===== src/lmb_pkg.sv =====
// shared constants and types for the local microcontroller port
// assumes one 250 MHz clock and byte-wide registers at 40H to FFH
package lmb_pkg;
    localparam logic [7:0] A_CTRL = 8'h48;
    localparam logic [7:0] A_PTR_LO = 8'h49;
    localparam logic [7:0] A_PTR_HI = 8'h4A;
    localparam logic [7:0] A_SWOE = 8'h52;
    localparam logic [7:0] A_BASE = 8'h53;
    localparam logic [7:0] A_IST0 = 8'h54;
    localparam logic [7:0] A_IST1 = 8'h55;
    localparam logic [7:0] A_IMSK0 = 8'h56;
    localparam logic [7:0] A_IMSK1 = 8'h57;
    localparam logic [7:0] A_ICTL = 8'h58;
    localparam logic [7:0] A_STRAP = 8'h5A;
    localparam logic [7:0] A_SCHED = 8'h68;
    localparam logic [7:0] A_DIRECT = 8'h70;
    localparam logic [4:0] PCR_BASE_LO = 5'h08;
    localparam logic [4:0] PCR_BASE_HI = 5'h0C;
    localparam int AUTOINC_BIT = 0;
    localparam int INHIBIT_BIT = 0;
    localparam int BASE_SEL_BIT = 0;
    localparam int GEN_BIT = 0;
    localparam int ODRAIN_BIT = 1;
    localparam int MUX_STRAP_BIT = 7;
    localparam int STYLE_STRAP_BIT = 6;
    localparam int HOST_STRAP_BIT = 5;
    localparam int NUM_SRC = 12;
    localparam logic [7:0] REG_RST = 8'h00;
    localparam logic [15:0] PTR_RST = 16'h0000;
    localparam logic [NUM_SRC-1:0] SRC_RST = 12'h000;

    typedef struct packed {
        logic wr;
        logic direct;
        logic [15:0] addr;
        logic [7:0] data;
    } lmb_buf_cmd_t;

    typedef struct packed {
        logic [2:0] addr;
        logic wr;
        logic [7:0] data;
    } lmb_pcr_cmd_t;
endpackage

===== src/lmb_mcu_port.sv =====
// local microcontroller port: bus cycles, straps, decode, interrupts, buffer ports
// assumes all pins synchronous to ref_clk_in; buffer manager arbitrates buf requests
// Operation
// - separate-strobe mode: write timing comes from active-low write strobe.
// - separate-strobe mode: read timing comes from active-low read strobe.
// - style strap high selects separate strobes; low selects direction plus strobe.
// - direction plus strobe: write line high means read, low means write.
// - direction plus strobe read: drive data only after strobe rises.
// - direction plus strobe write: capture data at strobe falling edge.
// - mux strap sampled high selects multiplexed address/data bus.
// - mux strap sampled low selects separate address and data buses.
// - five low buffer data lines are user switches readable by firmware.
// - answer addresses 40H to FFH only; system reserves that range.
// - PC register file sits at 40H-47H or 60H-67H by base select.
// - PC register file blocked after reset until base is programmed.
// - four interrupt registers hold status and mask per source.
// - interrupt output gated by masks and global enable; open-drain or push-pull.
// - twelve listed interrupt sources feed the status flags.
// - status registers stay readable for polling without interrupts.
// - with output-enable inhibit set, reads of 68H or 70H return switches.
// - scheduled port uses the disk address pointer as buffer address.
// - scheduled port access bumps pointer when auto-increment bit set.
// - scheduled accesses go through the arbiter, interleaved with PC transfers.
// - direct port used only with no disk transfer or correction running.
`timescale 1ns/10ps
module lmb_mcu_port (
    input wire logic ref_clk_in,
    input wire logic srst_in,
    input wire logic [7:0] ad_in,
    output logic [7:0] ad_out,
    output logic ad_oe_out,
    input wire logic [7:0] addr_in,
    input wire logic ale_in,
    input wire logic write_ctl_in,
    input wire logic read_or_data_strobe_in,
    input wire logic [7:0] bd_in,
    input wire logic [lmb_pkg::NUM_SRC-1:0] irq_evt_in,
    output logic irq_out,
    output logic irq_oe_out,
    output logic buf_req_out,
    output lmb_pkg::lmb_buf_cmd_t buf_cmd_out,
    input wire logic buf_ack_in,
    input wire logic [7:0] buf_rdata_in,
    input wire logic xfer_busy_in,
    output logic pcr_sel_out,
    output lmb_pkg::lmb_pcr_cmd_t pcr_cmd_out,
    input wire logic [7:0] pcr_rdata_in,
    output logic muxed_mode_out,
    output logic strobe_style_out,
    output logic host_type_out
);
    import lmb_pkg::*;

    typedef enum logic [3:0] {
        ST_IDLE = 4'b0001,
        ST_RD = 4'b0010,
        ST_WR = 4'b0100,
        ST_BUF = 4'b1000
    } lmb_state_t;

    lmb_state_t state;
    lmb_state_t next_state;

    logic strap_done;
    logic dir_mode;
    logic [7:0] addr_lat;
    logic act_q;
    logic rd_cyc;
    logic [7:0] cyc_addr;
    logic [7:0] wdata_q;
    logic [7:0] rd_hold;
    logic [7:0] ctrl;
    logic [15:0] ptr;
    logic swoe;
    logic base_sel;
    logic base_set;
    logic [NUM_SRC-1:0] ist;
    logic [NUM_SRC-1:0] imsk;
    logic [1:0] ictl;

    // mode decode: read strobe is active low in separate mode, high as data strobe
    wire sep_rd = ~dir_mode & ~read_or_data_strobe_in;
    wire sep_wr = ~dir_mode & ~write_ctl_in;
    wire dir_act = dir_mode & read_or_data_strobe_in;
    wire act = sep_rd | sep_wr | dir_act;
    wire is_rd = dir_mode ? write_ctl_in : sep_rd;
    // no cycle starts before straps settle or while a buffer request is pending
    wire start = act & ~act_q & strap_done & (state == ST_IDLE);
    wire stop = ~act & act_q;
    wire [7:0] cur_addr = muxed_mode_out ? addr_lat : addr_in;
    wire in_range = |cur_addr[7:6];
    wire [4:0] pcr_base = base_sel ? PCR_BASE_HI : PCR_BASE_LO;
    wire pcr_hit = base_set && (cyc_addr[7:3] == pcr_base);
    wire pcr_hit_now = base_set && (cur_addr[7:3] == pcr_base);
    wire sched_hit = cur_addr == A_SCHED;
    wire direct_hit = cur_addr == A_DIRECT;
    wire direct_ok = ~xfer_busy_in;
    // inhibit turns buffer reads into switch reads
    wire buf_rd_go = start && is_rd && in_range && !swoe
        && (sched_hit || (direct_hit && direct_ok));
    wire wr_done = (state == ST_WR) && stop;
    wire w_sched = wr_done && cyc_addr == A_SCHED;
    wire w_direct = wr_done && cyc_addr == A_DIRECT && direct_ok;
    wire buf_wr_go = w_sched || w_direct;
    wire buf_done = (state == ST_BUF) && buf_ack_in;
    wire ptr_bump = ctrl[AUTOINC_BIT] && (
        (start && is_rd && in_range && sched_hit) || w_sched);
    wire any_irq = |(ist & imsk) & ictl[GEN_BIT];
    wire [7:0] sw_val = {3'b000, bd_in[4:0]};
    wire wr_ist0 = wr_done && cyc_addr == A_IST0;
    wire wr_ist1 = wr_done && cyc_addr == A_IST1;
    wire [NUM_SRC-1:0] ist_clr = {wr_ist1 ? wdata_q[3:0] : 4'h0,
        wr_ist0 ? wdata_q : 8'h00};

    logic [7:0] reg_rd;
    always_comb begin
        case (cur_addr)
            A_CTRL: reg_rd = ctrl;
            A_PTR_LO: reg_rd = ptr[7:0];
            A_PTR_HI: reg_rd = ptr[15:8];
            A_SWOE: reg_rd = {7'h00, swoe};
            A_BASE: reg_rd = {base_set, 6'h00, base_sel};
            A_IST0: reg_rd = ist[7:0];
            A_IST1: reg_rd = {4'h0, ist[11:8]};
            A_IMSK0: reg_rd = imsk[7:0];
            A_IMSK1: reg_rd = {4'h0, imsk[11:8]};
            A_ICTL: reg_rd = {6'h00, ictl};
            A_STRAP: reg_rd = {muxed_mode_out, strobe_style_out, host_type_out, 5'h00};
            A_SCHED: reg_rd = sw_val;
            A_DIRECT: reg_rd = sw_val;
            default: reg_rd = pcr_hit_now ? pcr_rdata_in : REG_RST;
        endcase
    end

    always_comb begin
        next_state = state;
        case (state)
            ST_IDLE: begin
                if (buf_rd_go) begin
                    next_state = ST_BUF;
                end else if (start && in_range) begin
                    next_state = is_rd ? ST_RD : ST_WR;
                end
            end
            ST_RD: begin
                if (stop) begin
                    next_state = ST_IDLE;
                end
            end
            ST_WR: begin
                if (stop) begin
                    next_state = buf_wr_go ? ST_BUF : ST_IDLE;
                end
            end
            ST_BUF: begin
                if (buf_ack_in) begin
                    next_state = buf_cmd_out.wr ? ST_IDLE : ST_RD;
                end
            end
            default: next_state = ST_IDLE;
        endcase
    end

    always_ff @(posedge ref_clk_in) begin
        if (srst_in) begin
            strap_done <= 1'b0;
            dir_mode <= 1'b0;
            muxed_mode_out <= 1'b0;
            strobe_style_out <= 1'b0;
            host_type_out <= 1'b0;
        end else if (!strap_done) begin
            strap_done <= 1'b1;
            dir_mode <= ~bd_in[STYLE_STRAP_BIT];
            muxed_mode_out <= bd_in[MUX_STRAP_BIT];
            strobe_style_out <= bd_in[STYLE_STRAP_BIT];
            host_type_out <= bd_in[HOST_STRAP_BIT];
        end
    end

    // write data follows the bus while the strobe is active so the edge value is kept
    always_ff @(posedge ref_clk_in) begin
        if (srst_in) begin
            state <= ST_IDLE;
            act_q <= 1'b0;
            addr_lat <= REG_RST;
            cyc_addr <= REG_RST;
            wdata_q <= REG_RST;
            rd_cyc <= 1'b0;
        end else begin
            state <= next_state;
            act_q <= act & strap_done;
            if (ale_in) begin
                addr_lat <= ad_in;
            end
            if (start) begin
                cyc_addr <= cur_addr;
                rd_cyc <= is_rd;
            end
            if (act) begin
                wdata_q <= ad_in;
            end
        end
    end

    // register read data is captured at strobe start, buffer read data at grant, so output stays stable through the cycle
    always_ff @(posedge ref_clk_in) begin
        if (srst_in) begin
            rd_hold <= REG_RST;
            ad_out <= REG_RST;
            ad_oe_out <= 1'b0;
        end else begin
            if (start && is_rd) begin
                rd_hold <= reg_rd;
            end else if (buf_done && !buf_cmd_out.wr) begin
                rd_hold <= buf_rdata_in;
            end
            ad_out <= rd_hold;
            ad_oe_out <= (state == ST_RD) && act && rd_cyc;
        end
    end

    always_ff @(posedge ref_clk_in) begin
        if (srst_in) begin
            ctrl <= REG_RST;
            ptr <= PTR_RST;
            swoe <= 1'b0;
            base_sel <= 1'b0;
            base_set <= 1'b0;
            imsk <= SRC_RST;
            ictl <= 2'b00;
        end else begin
            if (ptr_bump) begin
                ptr <= ptr + 16'h0001;
            end
            if (wr_done) begin
                case (cyc_addr)
                    A_CTRL: ctrl <= wdata_q;
                    A_PTR_LO: ptr[7:0] <= wdata_q;
                    A_PTR_HI: ptr[15:8] <= wdata_q;
                    A_SWOE: swoe <= wdata_q[INHIBIT_BIT];
                    A_BASE: begin
                        base_sel <= wdata_q[BASE_SEL_BIT];
                        base_set <= 1'b1;
                    end
                    A_IMSK0: imsk[7:0] <= wdata_q;
                    A_IMSK1: imsk[11:8] <= wdata_q[3:0];
                    A_ICTL: ictl <= wdata_q[1:0];
                    default: ;
                endcase
            end
        end
    end

    // twelve sources set flags
    // a new event wins over a write-one clear in the same cycle
    always_ff @(posedge ref_clk_in) begin
        if (srst_in) begin
            ist <= SRC_RST;
        end else begin
            ist <= (ist & ~ist_clr) | irq_evt_in;
        end
    end

    // open-drain pulls low, push-pull drives level
    always_ff @(posedge ref_clk_in) begin
        if (srst_in) begin
            irq_out <= 1'b0;
            irq_oe_out <= 1'b0;
        end else begin
            irq_out <= ictl[ODRAIN_BIT] ? 1'b0 : any_irq;
            irq_oe_out <= ictl[ODRAIN_BIT] ? any_irq : 1'b1;
        end
    end

    always_ff @(posedge ref_clk_in) begin
        if (srst_in) begin
            buf_req_out <= 1'b0;
            buf_cmd_out <= '0;
        end else if (buf_rd_go || buf_wr_go) begin
            buf_req_out <= 1'b1;
            buf_cmd_out.wr <= buf_wr_go;
            buf_cmd_out.direct <= buf_wr_go ? w_direct : direct_hit;
            buf_cmd_out.addr <= ptr;
            buf_cmd_out.data <= wdata_q;
        end else if (buf_done) begin
            buf_req_out <= 1'b0;
        end
    end

    always_ff @(posedge ref_clk_in) begin
        if (srst_in) begin
            pcr_sel_out <= 1'b0;
            pcr_cmd_out <= '0;
        end else begin
            pcr_sel_out <= (start && in_range && pcr_hit_now && is_rd)
                || (wr_done && pcr_hit);
            pcr_cmd_out.addr <= start ? cur_addr[2:0] : cyc_addr[2:0];
            pcr_cmd_out.wr <= wr_done;
            pcr_cmd_out.data <= wdata_q;
        end
    end
endmodule


===== config.mk =====
export PLATFORM = sky130hd
export DESIGN_NAME = lmb_mcu_port
export DESIGN_NICKNAME = d
export VERILOG_FILES = /design/src/lmb_pkg.sv /design/src/lmb_mcu_port.sv
export SDC_FILE = /design/constraint.sdc
export NUM_CORES = 1
export LEC_CHECK = 0
export BUFFER_PORTS_ARGS = -buffer_cell sky130_fd_sc_hd__buf_4
export CORE_UTILIZATION = 45
export DETAILED_ROUTE_END_ITERATION = 8
export HOLD_SLACK_MARGIN = 0.03
export PLACE_DENSITY_LB_ADDON = 0.1
export SLEW_MARGIN = 15
export SYNTH_ARGS = -nofsm -noshare
export SYNTH_HDL_FRONTEND = slang
export SYNTH_SLANG_ARGS = --single-unit

===== constraint.sdc =====
create_clock -name ref_clk_in -period 2.5 [get_ports ref_clk_in]
set_clock_uncertainty 0.15 [all_clocks]
set_input_delay 0.375 -clock ref_clk_in [delete_from_list [all_inputs] [get_ports ref_clk_in]]
set_output_delay 0.375 -clock ref_clk_in [all_outputs]
set_load 0.02 [all_outputs]

==> metrics <==
synthesized area between 6000 and 7000 um^2; Max Fclk ~0.38 GHz; register area approximately 2900 um^2; crit share post-route 106%; area of the multi-input gates 3950 um^2; Top Ports 113; Worst Path Arrival between 2 and 3 ns; Worst VDD drop 0.581 mV; initial antenna violation count 0; Residual DRC 12; Slew Viols, Final 0; fin worst setup slack -0.150 ns; main flop type after synthesis dfxtp_1; Placer Congestion 0.959; status finished, violations left; Layout area overhead 43.4%; CTS tree built; Compound-Gate Fraction of Synth Area between 20% and 30%; clock tree buffer depth 2; vias in the first global route between 6,000 and 7,000; most frequent cells in the layout buf_4, dfxtp_1, nor2_1; most common cell after layout, fill and taps aside buf_4; Worst Tran Pin Value between 0.6 and 0.7 ns; syn avg cell area approximately 9 um^2; Synth async-reset ratio 0%; via count 6,708; Synth Area in Adders less than 1%; DIE AREA between 15,000 and 20,000 um^2; ant diodes 0; Synth Area in Simple Gates between 20 and 25%; GR Overflow Total 0; pwr dens about 600 nW/um^2; post-synthesis instance total 739; CORE AREA 14,600 um^2; Syn Nets between 700 and 800; HP Class in2reg; sequential fraction of the synthesis area 43.4%; Antenna Nets Post-Route 0; max-cap check violation count 0; kind of end point of the critical path flip-flop; fraction of layout cells with a size suffix above 1 about a third; placed wire-length estimate approximately 17,000 um; DR iter-0 viols 574; largest family of logic cells by synthesized area simple AND/OR/NAND/NOR gates; DR pass1 iterations 7; CTS HTree Levels 4; number of port buffers 112; TritonCTS buffer count 17; CP required ~2.7 ns; root buf cell clkbuf_16; GRT Util Overall between 20% and 30%; clk_lat worst skew 0.42 ns; vias per cell 5.84; Setup crit start kind flip-flop; XOR/XNOR share of the synthesized area approximately 1.5%; yosys warns 0; RSZ-0062 raised after global routing true; Max Fanout on Critical Path 6; fill cell count approximately 1,200; DR WL/cell slightly above 20 um; final hold vios 0; pre-CTS WS -0.168 ns; Initial Utilization between 40% and 50%; Min Clock Period, post-route between 2 and 3 ns; failing checks DRC, setup timing; relative slew slack between 50 and 60%; EDFF count, synth 0; largest net degree at the start of global routing slightly below 80; Die Wd 125 um; routed wire length approximately 23,000 um; clock-pin transition on the worst setup and hold timing paths ~0.060 ns; Leak 4.01 nW; crit path kind reg2reg; die height about 120 um; Total Nets Final between 1,000 and 1,500; Yosys reg bits between 100 and 150; hold slack approximately 0.044 ns; row cnt 44; clk sink count around 150; Final setup viols just over 40; mux contribution to synthesized area roughly 9.6%; Yosys cell types 73; global-route wire length before repair around 36,000 um
-- through the flow --
stage / setup TNS [ns] / instances / utilization [%] / total power [mW] / cell area (um^2)
floorplan: -4.22 / 739 / - / 2.86 / 6800
global placement: -4.30 / 1087 / 57.6 / 3.19 / 8440
detailed placement: -3.82 / 1087 / 57.6 / 3.20 / 8440
CTS: -3.52 / 1140 / 64.2 / 5.84 / 9400
global route: -6.74 / 1148 / 66.4 / 6.03 / 9720
finish: -3.40 / 1148 / 66.4 / 5.85 / 9720
-- cells in the mapped netlist (6+ instances only) --
| cell | n | area share, % |
|---|---|---|
| buf_1 | 6 | 0.33 |
| a21boi_0 | 12 | 1.3 |
| nand3_1 | 14 | 1.0 |
| a22o_1 | 7 | 0.90 |
| o31ai_1 | 8 | 0.89 |
| xor2_1 | 9 | 1.2 |
| a211oi_1 | 19 | 2.1 |
| a311oi_1 | 6 | 0.77 |
| nand4_1 | 6 | 0.55 |
| o22a_1 | 9 | 1.2 |
| a22oi_1 | 9 | 1.0 |
| nor4b_1 | 6 | 0.77 |
| nor3b_1 | 7 | 0.77 |
| nor3_1 | 10 | 0.74 |
| clkbuf_1 | 29 | 1.6 |
| o21a_1 | 16 | 1.8 |
| nand2_1 | 41 | 2.3 |
| nor2b_1 | 24 | 2.2 |
| or2_2 | 6 | 0.55 |
| mux2i_1 | 64 | 9.4 |
| and2_1 | 7 | 0.65 |
| and3_1 | 13 | 1.2 |
| o2111ai_1 | 8 | 1.0 |
| o21ai_0 | 28 | 2.1 |
| a21oi_1 | 19 | 1.4 |
| a221oi_1 | 7 | 0.90 |
| o211ai_1 | 6 | 0.66 |
| inv_1 | 13 | 0.72 |
| nor2_1 | 100 | 5.5 |
| dfxtp_1 | 147 | 43 |
-- state kept, by name (all words and copies together), names as in the netlist, 2 cells and up --
signal       flops
ctrl             8
ad_out           8
ptr             16
pcr_cmd_out     12
imsk            12
addr_lat         8
ictl             2
state            4
buf_cmd_out     26
rd_hold          8
ist             12
cyc_addr         8
wdata_q          8
-- critical path: stages, from the launching register on --
cell and delay, ns:
dfxtp_4 0.36, buf_6 0.13, or3_4 0.34, buf_6 0.13
a2bb2o_4 0.22, nor4_4 0.13, buf_4 0.17, buf_4 0.11
o21ai_4 0.06, or4_1 0.52, a311oi_1 0.25
-- power by group --
part	switching (mW)	leakage (nW)	total [mW]	internal, mW
Clock	1.04	0.283	2.64	1.60
Combinational	0.347	2.53	0.669	0.322
Sequential	0.109	1.20	2.54	2.43
Total	1.50	4.01	5.85	4.35
-- kinds of logic after synthesis --
logic type | Yosys count
AND/OR/NAND/NOR | 273
AO/OA/AOI/OAI | 186
flip-flops | 147
multiplexers | 65
buffers and inverters | 55
XOR/XNOR | 12
adder cells (fa/ha/maj) | 1
-- path summary, 6_finish.rpt --
check,from,endpoint,slack (ns),cells after the start
worst max register to register,muxed_mode_out$_SDFFE_PP0N_,ptr[8]$_SDFF_PP0_,-0.15,10
worst min-delay path,bd_in[5],host_type_out$_SDFFE_PP0N_,0.04,3
worst max-delay path,muxed_mode_out$_SDFFE_PP0N_,ptr[8]$_SDFF_PP0_,-0.15,10
worst min register to register,buf_cmd_out[4]$_SDFFE_PP0P_,buf_cmd_out[4]$_SDFFE_PP0P_,0.30,2
-- layout make-up --
| type | count | share of cell area [%] |
|---|---|---|
| clock inverters | 11 | 1.57 |
| flip-flops and latches | 147 | 30.3 |
| repair buffers | 236 | 20.0 |
| multi-input cells | 537 | 40.6 |
| clock buffers | 20 | 4.59 |
| well taps | 184 | 2.37 |
| inverters | 13 | 0.502 |
-- routing by layer --
metal / track usage [%] / up-vias / part of all wire, %
li1: - / 3148 / -
met4: 11.8 / 0 / 3.1
met5: 0 / - / 0
met2: 49.4 / 272 / 47
met1: 38.0 / 3236 / 44
met3: 5.80 / 52 / 5.7
-- repair_timing --
action                                  4_1_cts  5_1_grt
endpoints found under the hold margin        12        0
endpoints found under the setup margin       44       58
gates cloned                                  1        2
resized for setup                            33       49
hold buffers                                 12        0
setup buffers                                 9        6
pin swaps                                    26       19
(Power assumes the default switching activity.)
